### src/hdl/wincmp_pkg.sv
// package: constants and carriers for the window compare alert capture block
package wincmp_pkg;
  localparam int DATA_W    = 12;
  localparam int CNT_W     = 4;
  localparam int HYS_W     = 6;
  localparam int CHID_W    = 4;
  localparam int NUM_CH    = 2;
  localparam int BUF_DEPTH = 16;
  localparam int PTR_W     = 4;

  localparam logic [DATA_W-1:0] CODE_FULL = 12'h0FFF;
  localparam logic [DATA_W-1:0] CODE_ZERO = 12'h0000;
  localparam logic [CHID_W-1:0] CHID_FIRST  = 4'h0;
  localparam logic [CHID_W-1:0] CHID_SECOND = 4'h1;
  localparam logic [CNT_W-1:0]  CNT_RESET = 4'h0;
  localparam logic [PTR_W-1:0]  PTR_RESET = 4'h0;
  localparam logic [PTR_W-1:0]  PTR_LAST  = 4'hF;

  typedef enum logic [2:0] {
    CAP_RUN  = 3'b001,
    CAP_POST = 3'b010,
    CAP_DONE = 3'b100
  } cap_state_e;

  typedef enum logic {
    MODE_BEFORE = 1'b0,
    MODE_AFTER  = 1'b1
  } cap_mode_e;

  typedef struct packed {
    logic [DATA_W-1:0] low_thresh;
    logic [DATA_W-1:0] high_thresh;
    logic [HYS_W-1:0]  hysteresis;
  } ch_cfg_s;

  typedef struct packed {
    logic              valid;
    logic              channel;
    logic [DATA_W-1:0] code;
  } sample_s;

  typedef struct packed {
    logic [NUM_CH-1:0] low_clr;
    logic [NUM_CH-1:0] high_clr;
  } flag_clr_s;
endpackage

### src/hdl/window_compare_alert_capture.sv
// window comparator with event counter, alert, flags and sample buffer
`timescale 1ns/1ps
module window_compare_alert_capture #(
  parameter int DEPTH = wincmp_pkg::BUF_DEPTH
) (
  input  wire logic                          SYS_CLK,
  input  wire logic                          RST,
  input  wire wincmp_pkg::sample_s           SAMPLE,
  input  wire wincmp_pkg::ch_cfg_s           CFG_FIRST,
  input  wire wincmp_pkg::ch_cfg_s           CFG_SECOND,
  input  wire logic [wincmp_pkg::CNT_W-1:0]  CONSECUTIVE_TRIP_COUNT,
  input  wire wincmp_pkg::cap_mode_e         CAPTURE_MODE,
  input  wire logic                          REARM,
  input  wire wincmp_pkg::flag_clr_s         FLAG_CLEAR,
  input  wire logic [wincmp_pkg::PTR_W-1:0]  BUF_RD_ADDR,
  output logic                               ALERT,
  output logic                               LOW_TRIP_FLAG_FIRST,
  output logic                               LOW_TRIP_FLAG_SECOND,
  output logic                               HIGH_TRIP_FLAG_FIRST,
  output logic                               HIGH_TRIP_FLAG_SECOND,
  output logic [wincmp_pkg::CHID_W-1:0]      FIRST_TRIP_CHANNEL,
  output logic [wincmp_pkg::DATA_W-1:0]      BUF_RD_DATA,
  output logic                               CAPTURE_DONE
);
  import wincmp_pkg::*;

  ////////////////////////////////////////////////////////////////////////////
  // elaboration checks
  if (DEPTH != BUF_DEPTH) begin : g_depth_bad
    $error("buffer depth must be sixteen");
  end
  if (DEPTH != (1 << PTR_W)) begin : g_ptr_bad
    $error("pointer width must cover the buffer exactly");
  end
  if (PTR_LAST != PTR_W'(DEPTH - 1)) begin : g_last_bad
    $error("last pointer value must be the final slot");
  end
  if (NUM_CH != 2) begin : g_ch_bad
    $error("exactly two channels are served");
  end
  if (HYS_W > DATA_W) begin : g_hys_wide
    $error("hysteresis wider than the code");
  end
  if (HYS_W < 1) begin : g_hys_narrow
    $error("hysteresis field too narrow");
  end
  if (CHID_W < 1) begin : g_chid_bad
    $error("channel id field too narrow");
  end
  if (CHID_FIRST == CHID_SECOND) begin : g_chid_same
    $error("channel id codes must differ");
  end
  if (CNT_W < 1) begin : g_cnt_bad
    $error("event count field too narrow");
  end

  ////////////////////////////////////////////////////////////////////////////
  // state
  typedef struct packed {
    logic [NUM_CH-1:0]            low_flag;
    logic [NUM_CH-1:0]            high_flag;
    logic [NUM_CH-1:0]            low_arm;
    logic [NUM_CH-1:0]            high_arm;
    logic [NUM_CH-1:0][CNT_W:0]   run_cnt;
    logic                         alert;
    logic [CHID_W-1:0]            chid;
    cap_state_e                   cap;
    logic [PTR_W-1:0]             wr_ptr;
    logic [PTR_W-1:0]             post_cnt;
    logic [DATA_W-1:0]            rd_data;
  } state_s;

  state_s s_q;
  state_s s_d;
  logic [DATA_W-1:0] buf_mem [DEPTH];
  logic              buf_we;

  ////////////////////////////////////////////////////////////////////////////
  // helpers
  // low comparator with hysteresis: once set, stays until code > low + hys
  function automatic logic low_cmp(input logic [DATA_W-1:0] code,
                                   input ch_cfg_s cfg,
                                   input logic armed);
    logic [DATA_W:0] lim;
    lim = {1'b0, cfg.low_thresh} + {{(DATA_W+1-HYS_W){1'b0}}, cfg.hysteresis};
    if (armed) begin
      low_cmp = ({1'b0, code} <= lim);
    end else begin
      low_cmp = (code <= cfg.low_thresh);
    end
  endfunction

  // high comparator with hysteresis: once set, stays until code < high - hys
  function automatic logic high_cmp(input logic [DATA_W-1:0] code,
                                    input ch_cfg_s cfg,
                                    input logic armed);
    logic [DATA_W:0] lim;
    lim = {1'b0, cfg.high_thresh} - {{(DATA_W+1-HYS_W){1'b0}}, cfg.hysteresis};
    if (armed) begin
      high_cmp = lim[DATA_W] || ({1'b0, code} >= lim);
    end else begin
      high_cmp = (code >= cfg.high_thresh);
    end
  endfunction

  // next write position; wraps so the buffer overwrites its oldest entry
  function automatic logic [PTR_W-1:0] ptr_next(input logic [PTR_W-1:0] ptr);
    ptr_next = ptr + {{(PTR_W-1){1'b0}}, 1'b1};
  endfunction

  // buffer slot for a read address; address zero is the oldest entry
  function automatic logic [PTR_W-1:0] rd_slot(input logic [PTR_W-1:0] base,
                                               input logic [PTR_W-1:0] ofs);
    rd_slot = base + ofs;
  endfunction

  // run counter step, saturating at the required length
  function automatic logic [CNT_W:0] run_next(input logic [CNT_W:0] run,
                                              input logic [CNT_W:0] req);
    if (run < req) begin
      run_next = run + {{CNT_W{1'b0}}, 1'b1};
    end else begin
      run_next = run;
    end
  endfunction

  // true when this hit completes the required run
  function automatic logic run_met(input logic [CNT_W:0] run,
                                   input logic [CNT_W:0] req);
    run_met = (run + {{CNT_W{1'b0}}, 1'b1}) >= req;
  endfunction

  // channel number to the recorded id code
  function automatic logic [CHID_W-1:0] chid_of(input logic ch);
    if (ch) begin
      chid_of = CHID_SECOND;
    end else begin
      chid_of = CHID_FIRST;
    end
  endfunction

  // configuration of the channel a sample belongs to
  function automatic ch_cfg_s cfg_of(input logic ch);
    if (ch) begin
      cfg_of = CFG_SECOND;
    end else begin
      cfg_of = CFG_FIRST;
    end
  endfunction

  ////////////////////////////////////////////////////////////////////////////
  // next state
  logic [NUM_CH-1:0] lo_hit;
  logic [NUM_CH-1:0] hi_hit;
  logic [NUM_CH-1:0] trip;
  logic [CNT_W:0]    need;
  logic              trip_now;
  ch_cfg_s           cfg_sel;

  always_comb begin
    s_d      = s_q;
    lo_hit   = '0;
    hi_hit   = '0;
    trip     = '0;
    buf_we   = 1'b0;
    trip_now = 1'b0;
    cfg_sel  = cfg_of(SAMPLE.channel);
    need     = {1'b0, CONSECUTIVE_TRIP_COUNT} + {{CNT_W{1'b0}}, 1'b1};
    s_d.low_flag  = s_q.low_flag & ~FLAG_CLEAR.low_clr;
    s_d.high_flag = s_q.high_flag & ~FLAG_CLEAR.high_clr;
    if (SAMPLE.valid) begin
      lo_hit[SAMPLE.channel] = low_cmp(SAMPLE.code, cfg_sel,
                                       s_q.low_arm[SAMPLE.channel]);
      hi_hit[SAMPLE.channel] = high_cmp(SAMPLE.code, cfg_sel,
                                        s_q.high_arm[SAMPLE.channel]);
      s_d.low_arm[SAMPLE.channel]  = lo_hit[SAMPLE.channel];
      s_d.high_arm[SAMPLE.channel] = hi_hit[SAMPLE.channel];
      // per channel run of out-of-window conversions
      if (lo_hit[SAMPLE.channel] || hi_hit[SAMPLE.channel]) begin
        s_d.run_cnt[SAMPLE.channel] = run_next(s_q.run_cnt[SAMPLE.channel],
                                               need);
        if (run_met(s_q.run_cnt[SAMPLE.channel], need)) begin
          trip[SAMPLE.channel] = 1'b1;
        end
      end else begin
        s_d.run_cnt[SAMPLE.channel] = '0;
      end
      if (trip[SAMPLE.channel]) begin
        // set wins over a clear in the same cycle
        if (lo_hit[SAMPLE.channel]) begin
          s_d.low_flag[SAMPLE.channel] = 1'b1;
        end
        if (hi_hit[SAMPLE.channel]) begin
          s_d.high_flag[SAMPLE.channel] = 1'b1;
        end
        if (!s_q.alert) begin
          trip_now  = 1'b1;
          s_d.alert = 1'b1;
          s_d.chid  = chid_of(SAMPLE.channel);
        end
      end
      // sample buffer capture
      unique case (s_q.cap)
        CAP_RUN: begin
          if (CAPTURE_MODE == MODE_BEFORE) begin
            buf_we     = 1'b1;
            s_d.wr_ptr = ptr_next(s_q.wr_ptr);
            if (trip_now) begin
              s_d.cap = CAP_DONE;
            end
          end else if (trip_now) begin
            buf_we       = 1'b1;
            s_d.wr_ptr   = ptr_next(s_q.wr_ptr);
            s_d.post_cnt = PTR_RESET;
            s_d.cap      = CAP_POST;
          end
        end
        CAP_POST: begin
          buf_we       = 1'b1;
          s_d.wr_ptr   = ptr_next(s_q.wr_ptr);
          s_d.post_cnt = ptr_next(s_q.post_cnt);
          if (s_q.post_cnt == PTR_LAST - 4'h1) begin
            s_d.cap = CAP_DONE;
          end
        end
        CAP_DONE: begin
        end
        default: s_d.cap = CAP_RUN;
      endcase
    end
    // oldest entry sits at wr_ptr once capture stops; index 0 is oldest
    s_d.rd_data = buf_mem[rd_slot(s_q.wr_ptr, BUF_RD_ADDR)];
    // flags are left for the host to clear
    if (REARM) begin
      s_d.post_cnt = PTR_RESET;
      s_d.alert    = 1'b0;
      s_d.cap      = CAP_RUN;
      s_d.run_cnt  = '0;
      s_d.low_arm  = '0;
      s_d.high_arm = '0;
      s_d.chid     = CHID_FIRST;
      s_d.wr_ptr   = PTR_RESET;
      buf_we       = 1'b0;
    end
  end

  ////////////////////////////////////////////////////////////////////////////
  // registers
  always_ff @(posedge SYS_CLK) begin
    if (RST) begin
      s_q.low_flag  <= '0;
      s_q.high_flag <= '0;
      s_q.low_arm   <= '0;
      s_q.high_arm  <= '0;
      s_q.run_cnt   <= '0;
      s_q.alert     <= 1'b0;
      s_q.chid      <= CHID_FIRST;
      s_q.cap       <= CAP_RUN;
      s_q.wr_ptr    <= PTR_RESET;
      s_q.post_cnt  <= PTR_RESET;
      s_q.rd_data   <= CODE_ZERO;
    end else begin
      s_q <= s_d;
    end
  end

  always_ff @(posedge SYS_CLK) begin
    if (buf_we) begin
      buf_mem[s_q.wr_ptr] <= SAMPLE.code;
    end
  end

  ////////////////////////////////////////////////////////////////////////////
  // outputs
  assign ALERT                 = s_q.alert;
  assign LOW_TRIP_FLAG_FIRST   = s_q.low_flag[0];
  assign LOW_TRIP_FLAG_SECOND  = s_q.low_flag[1];
  assign HIGH_TRIP_FLAG_FIRST  = s_q.high_flag[0];
  assign HIGH_TRIP_FLAG_SECOND = s_q.high_flag[1];
  assign FIRST_TRIP_CHANNEL    = s_q.chid;
  assign BUF_RD_DATA           = s_q.rd_data;
  assign CAPTURE_DONE          = (s_q.cap == CAP_DONE);
endmodule

### config.mk
export PLATFORM = sky130hd
export DESIGN_NAME = window_compare_alert_capture
export DESIGN_NICKNAME = d
export VERILOG_FILES = /design/src/hdl/wincmp_pkg.sv /design/src/hdl/window_compare_alert_capture.sv
export SDC_FILE = /design/constraint.sdc
export NUM_CORES = 1
export LEC_CHECK = 0
export BUFFER_PORTS_ARGS = -buffer_cell sky130_fd_sc_hd__buf_2
export CAP_MARGIN = 25
export CORE_ASPECT_RATIO = 1.4
export CORE_UTILIZATION = 62
export CTS_BUF_LIST = sky130_fd_sc_hd__clkbuf_4
export DETAILED_ROUTE_END_ITERATION = 6
export PLACE_DENSITY = 0.9
export SLEW_MARGIN = 0
export SYNTH_ARGS = -nofsm -noshare
export SYNTH_HDL_FRONTEND = slang
export SYNTH_SLANG_ARGS = --single-unit
### constraint.sdc
create_clock -name SYS_CLK -period 9.25 [get_ports SYS_CLK]
set_input_delay 0.4625 -clock SYS_CLK [delete_from_list [all_inputs] [get_ports SYS_CLK]]
set_output_delay 0.4625 -clock SYS_CLK [all_outputs]
set_load 0.05 [all_outputs]
# Word level (Yosys, flattened, before mapping)
# Memory sizes are Yosys's and may differ from the RTL's. A register that Yosys moved wholly into a read port is not among the register bits.
# Index checks and enable logic that the tools add are counted.
# op_classes
add_sub_neg	7
n_lt_le_gt_ge	8
n_eq_ne	8
mux	55
bitwise	12
reduce_logical	10
# ops
op	count
$mux W5	7
$mux W34	1
$mux W30	1
$mux W1	25
$pmux W8 S2	1
$add A12 B6 Y13	1
$ge A12 B13 Y1	1
$le A12 B13 Y1	1
$sub A12 B6 Y13	1
$ge A12 B12 Y1	1
$le A12 B12 Y1	1
$mux W4	3
$mux W11	1
$and A10 B10 Y10	1
$bwmux W10	1
$mux W10	1
$mux W2	5
$not A10 Y10	1
$pmux W3 S3	1
$add A4 B1 Y4 const B	2
$and A2 B2 Y2	4
$reduce_and A4 Y1	2
$mux W7	1
$mux W3	2
other kinds (27)	34
# word_totals
reg_bits	34
mem_bits_rw	192
inputBits	90
out_inout_bits	22
word_cells	112
mem_count	1
# mem_list
name	depth	width	read_ports	rd_ports_with_merged_regs	wr	line	rtl
buf_mem	16	12	1	1	1	window_compare_alert_capture.sv:75	logic [DATA_W-1:0] buf_mem [DEPTH];

# Longest topological paths before layout
# logic_depth
ltp_word	23
ltp_mapped	26
ltp_nobuf	21

# Worst setup path before layout
# Ideal clock, no wire load.
# synth_path
path_kind	input-to-reg
from	input SAMPLE[12] (netlist bit)
to	memory buf_mem[1][0] (enable)
setup_ns	0.412
t_arrival_ns	6.268
t_required_ns	8.838
setup_slack_ns	2.569
path_stages	22
path_buffers	4
cell_sequence	buf_6 buf_6 clkbuf_1 buf_1 mux2i_1 inv_1 ha_1 a21o_1 a21oi_1 o21bai_1 a21oi_1 nor2b_1 o21ai_0 a21oi_1 xor2_1 ha_1 a2111oi_0 o311ai_0 a31oi_4 nor2_4 o21a_1 nor4_1
# synth_between
elab_chain_cells	23
word_cells_on_any_way	46
cone_classes	3 x add/sub; 7 x order compare; 31 x mux; 2 x bitwise; 3 x reduce/logical
# synth_lines
item	line	rtl
start: declaration	window_compare_alert_capture.sv:8	input wire wincmp_pkg::sample_s SAMPLE,
$mux W30	window_compare_alert_capture.sv:144	if (ch) begin
$sub A12 B6 Y13	window_compare_alert_capture.sv:98	lim = {1'b0, cfg.high_thresh} - {{(DATA_W+1-HYS_W){1'b0}}, cfg.hysteresis};
$ge A12 B13 Y1	window_compare_alert_capture.sv:100	high_cmp = lim[DATA_W] || ({1'b0, code} >= lim);
$logic_or A1 B1 Y1	window_compare_alert_capture.sv:100	
$mux W1	window_compare_alert_capture.sv:99	if (armed) begin
$mux W1	window_compare_alert_capture.sv:171	if (SAMPLE.valid) begin
$and A2 B2 Y2 (no line)	--	
$mux W1 (implied by the code) (2 in series)	window_compare_alert_capture.sv:179	if (lo_hit[SAMPLE.channel] || hi_hit[SAMPLE.channel]) begin
[6 not listed]	--	
$mux W1 (*)	window_compare_alert_capture.sv:171	
$mux W1 (*)	window_compare_alert_capture.sv:211	end else if (trip_now) begin
$mux W1 (*)	window_compare_alert_capture.sv:205	if (CAPTURE_MODE == MODE_BEFORE) begin
$pmux W1 S2 (*)	window_compare_alert_capture.sv:203	unique case (s_q.cap)
$mux W1 (*)	window_compare_alert_capture.sv:171	
$mux W1 (*)	window_compare_alert_capture.sv:234	if (REARM) begin
$mux W1 (*)	window_compare_alert_capture.sv:268	if (buf_we) begin
$mux W1 (implied by the code) (*)	window_compare_alert_capture.sv:269	buf_mem[s_q.wr_ptr] <= SAMPLE.code;
end: declaration	window_compare_alert_capture.sv:75	
# Mark *: on every way between the ends. The rest lies on a longest branch, timed or not. The select of a mux whose other input is x is not followed.

# Worst setup path after layout
# layout_path
from	input SAMPLE[12] (netlist bit)
to	memory buf_mem[7][3] (enable)
# Same word-level chain as after synthesis.

==> impl_metrics.csv <==
group,metric,value,unit
detailed_routing,dr_total_vias,7855,
critical_path,crit_type,"input pin to register",
synth,seq_area_frac_synth,55.74,%
placed_design,dp_hpwl,18130,um
critical_path,crit_arrival,6.52,ns
layout,fillers,1227,
flow_run,maxCapViolCount,0,
clocking,clock_path_buffers,3,
synth,synth.largest_area_cell,"edfxtp_1",
layout,area_delta_synth_final,12.28,%
synth,yosysMostFrequentCell,"edfxtp_1",
clocking,postCtsHoldBufs,0,
pwr,swShare,26.44,%
layout,final_layout_size_suffix_gt1_share,26.97,%
placed_design,io_buffers,108,
synth,synth_seq_cells,235,
pwr,p_int,1694,uW
pwr,clockPowerShare,33.6,%
detailed_routing,wl,26290,um
placed_design,globalplace.congestion,0.8404,
clocking,cts_resized,0,
clocking,cts-root-buf,"clkbuf_4",
pwr,irDropWorstVdd,94.48,uV
global_routing,antenna_found_initial,1,
die,io_pins,112,
clocking,cts_max_level,2,
timing,post-route-min-period,6.268,ns
timing,hold_viol,0,
clocking,cts_sinks,235,
clocking,cts_tree,"done",
placed_design,placed_area,12600,um^2
hold_path,min_path_type,"input pin to register",
global_routing,grt_pass1_vias,8051,
detailed_routing,drtIter0Drc,569,
pwr,powerDensity,172.5,nW/um^2
detailed_routing,routed_via_density,6.122,
pwr,p_leak,0.005126,uW
timing,rsz0062_at_grt,"false",
timing,slew_violations,0,
global_routing,global_route.overflow_total,0,
critical_path,start_kind,"input pin",
die,die_area,19740,um^2
status,outcome,"completed",
detailed_routing,antenna_left,0,
timing,worstMarginPinSlew,1.035,ns
pwr,p_seq_share,50.2,%
global_routing,grt_pass1_wl,41220,um
detailed_routing,drc,0,
synth,async_flop_share,0,%
die,die_w,119.0,um
pwr,power_frac_comb,16.3,%
synth,yosys.area.top_type_share,48.50,%
clocking,path_clk_slew,0.07,ns
synth,synth_top_flop_cell,"edfxtp_1",
synth,synth-edff-count,192,
clocking,insertion_delay,0.67,ns
clocking,cts_setup_buffers,0,
timing,relSlewSlack,30.74,%
timing,fmax,0.1595,GHz
global_routing,grt_use_total,27.25,%
synth,synth.distinct_cells,61,
die,start_util,63.66,%
critical_path,cp_data_required_time,9.51,ns
synth,syn_area,11890,um^2
synth,syn_inst,867,
timing,fin_skew,0.04430,ns
die,core,18680,um^2
detailed_routing,wl_per_cell,20.49,um
synth,yosys_warnings,0,
die,rows,59,
timing,period_share,67.76,%
pwr,switching_power,608.9,uW
timing,fin_setup_tns,0,ns
detailed_routing,dr.pass1.iters,5,
timing,setup_violations,0,
die,die_y,165.8,um
layout,fin_nets,1175,
synth,synth_commonest_cells,"edfxtp_1 (192), ha_1 (81), mux4_2 (48)",
global_routing,grt_max_degree,49,
layout,final_area,13350,um^2
critical_path,path_max_fanout,48,
synth,synth.avg_cell_area,13.71,um^2
critical_path,end_kind,"register",
clocking,cts_buffers,51,
synth,synthTopCellsByArea,"edfxtp_1 (48%), mux4_2 (9.1%), ha_1 (8.5%)",
## stage by stage
step	worst slack, ns	cells	power [uW]	hold slack, ns	utilization [%]
floorplan	2.569	869	1449	0.4315	-
global placement	2.629	1181	1536	0.4385	67.49
global route	2.613	1283	2401	0.06752	71.47
finish	2.982	1283	2303	0.08890	71.47
detailed placement	2.261	1181	1550	0.4538	67.49
CTS	2.925	1271	2311	0.05828	70.92
## cells in the final DEF (no fill, tap or decap), types with 15 or more instances in the layout
cell type and instances:
mux2i_1 44, nor2_1 43, dfxtp_1 43, xnor2_1 16, nand2_1 43, mux4_2 48, ha_1 80, edfxtp_1 192
clkbuf_4 79, nand3_1 15, buf_2 108, nor2b_1 23, a21oi_1 47, a211oi_1 31, inv_1 42, o21ai_0 16
nand2b_1 17
## cell families after synthesis
group | count (synthesis) | share of synthesized area, %
compound gates | 148 | 8.314
xor+xnor | 28 | 2.063
fa+ha+maj | 84 | 9.030
buf+inv | 89 | 3.484
flops | 235 | 55.74
mux | 100 | 13.59
other cells | 1 | 0.03154
simple gates | 182 | 7.756
## routing by layer
metal / share of wire, % / vias up / GRT usage, %
met5: 0 / - / 0
met4: 4.6 / 0 / 14.69
met3: 6.7 / 85 / 4.430
met2: 53 / 375 / 48.71
met1: 35 / 3798 / 30.92
li1: - / 3597 / -
## area by class of cell
cell class / count / area (um^2) / share of cell area, %
Timing Repair Buffer: 126 / 694.4 / 5.202
Clock buffer: 79 / 593.1 / 4.443
Inverter: 42 / 157.7 / 1.181
Multi-Input combinational cell: 545 / 4922 / 36.87
Tap cell: 244 / 305.3 / 2.287
Clock inverter: 11 / 47.55 / 0.3562
Sequential cell: 235 / 6626 / 49.64
Antenna cell: 1 / 2.502 / 0.01875
## worst max-delay path: stages
cell	delay (ns)
buf_2	0.08
buf_4	0.54
mux2i_1	0.56
inv_1	0.09
ha_1	0.31
a21o_1	0.19
a21oi_1	0.22
o21bai_1	0.09
a21oi_1	0.23
nor2b_1	0.07
o21ai_0	0.37
a21oi_1	0.10
xor2_1	0.17
ha_1	0.21
a2111oi_0	0.39
o311ai_0	0.30
a31oi_4	0.37
nor2_4	0.15
o21a_1	0.33
or3_1	0.45
nor2_1	0.82
## final timing paths
check	from	endpoint	slack (ns)	depth (start not counted)
worst max-delay path	SAMPLE[12]	buf_mem[7][3]	2.98	21
worst min-delay path	FLAG_CLEAR[3]	LOW_TRIP_FLAG_SECOND	0.09	4
worst max register to register	register	buf_mem[7][3]	4.58	13
worst min register to register	register	register	0.46	2
## registers in the layout (all words and copies together) (netlist names), named ones only
register and cells:
buf_mem 192, BUF_RD_DATA 12, s_q 11, ALERT 1
FIRST_TRIP_CHANNEL 1, HIGH_TRIP_FLAG_FIRST 1, HIGH_TRIP_FLAG_SECOND 1, LOW_TRIP_FLAG_FIRST 1
LOW_TRIP_FLAG_SECOND 1
## power groups by stage
stage                     Combinational, uW  Clock [uW]  Sequential [uW]
after floorplan                         269           0             1180
after global placement                  357           0             1180
after detailed placement                371           0             1180
after CTS                               373         783             1160
after global routing                    410         836             1160
final                                   375         773             1160
No activity file was read; power rests on OpenSTA's default activity.
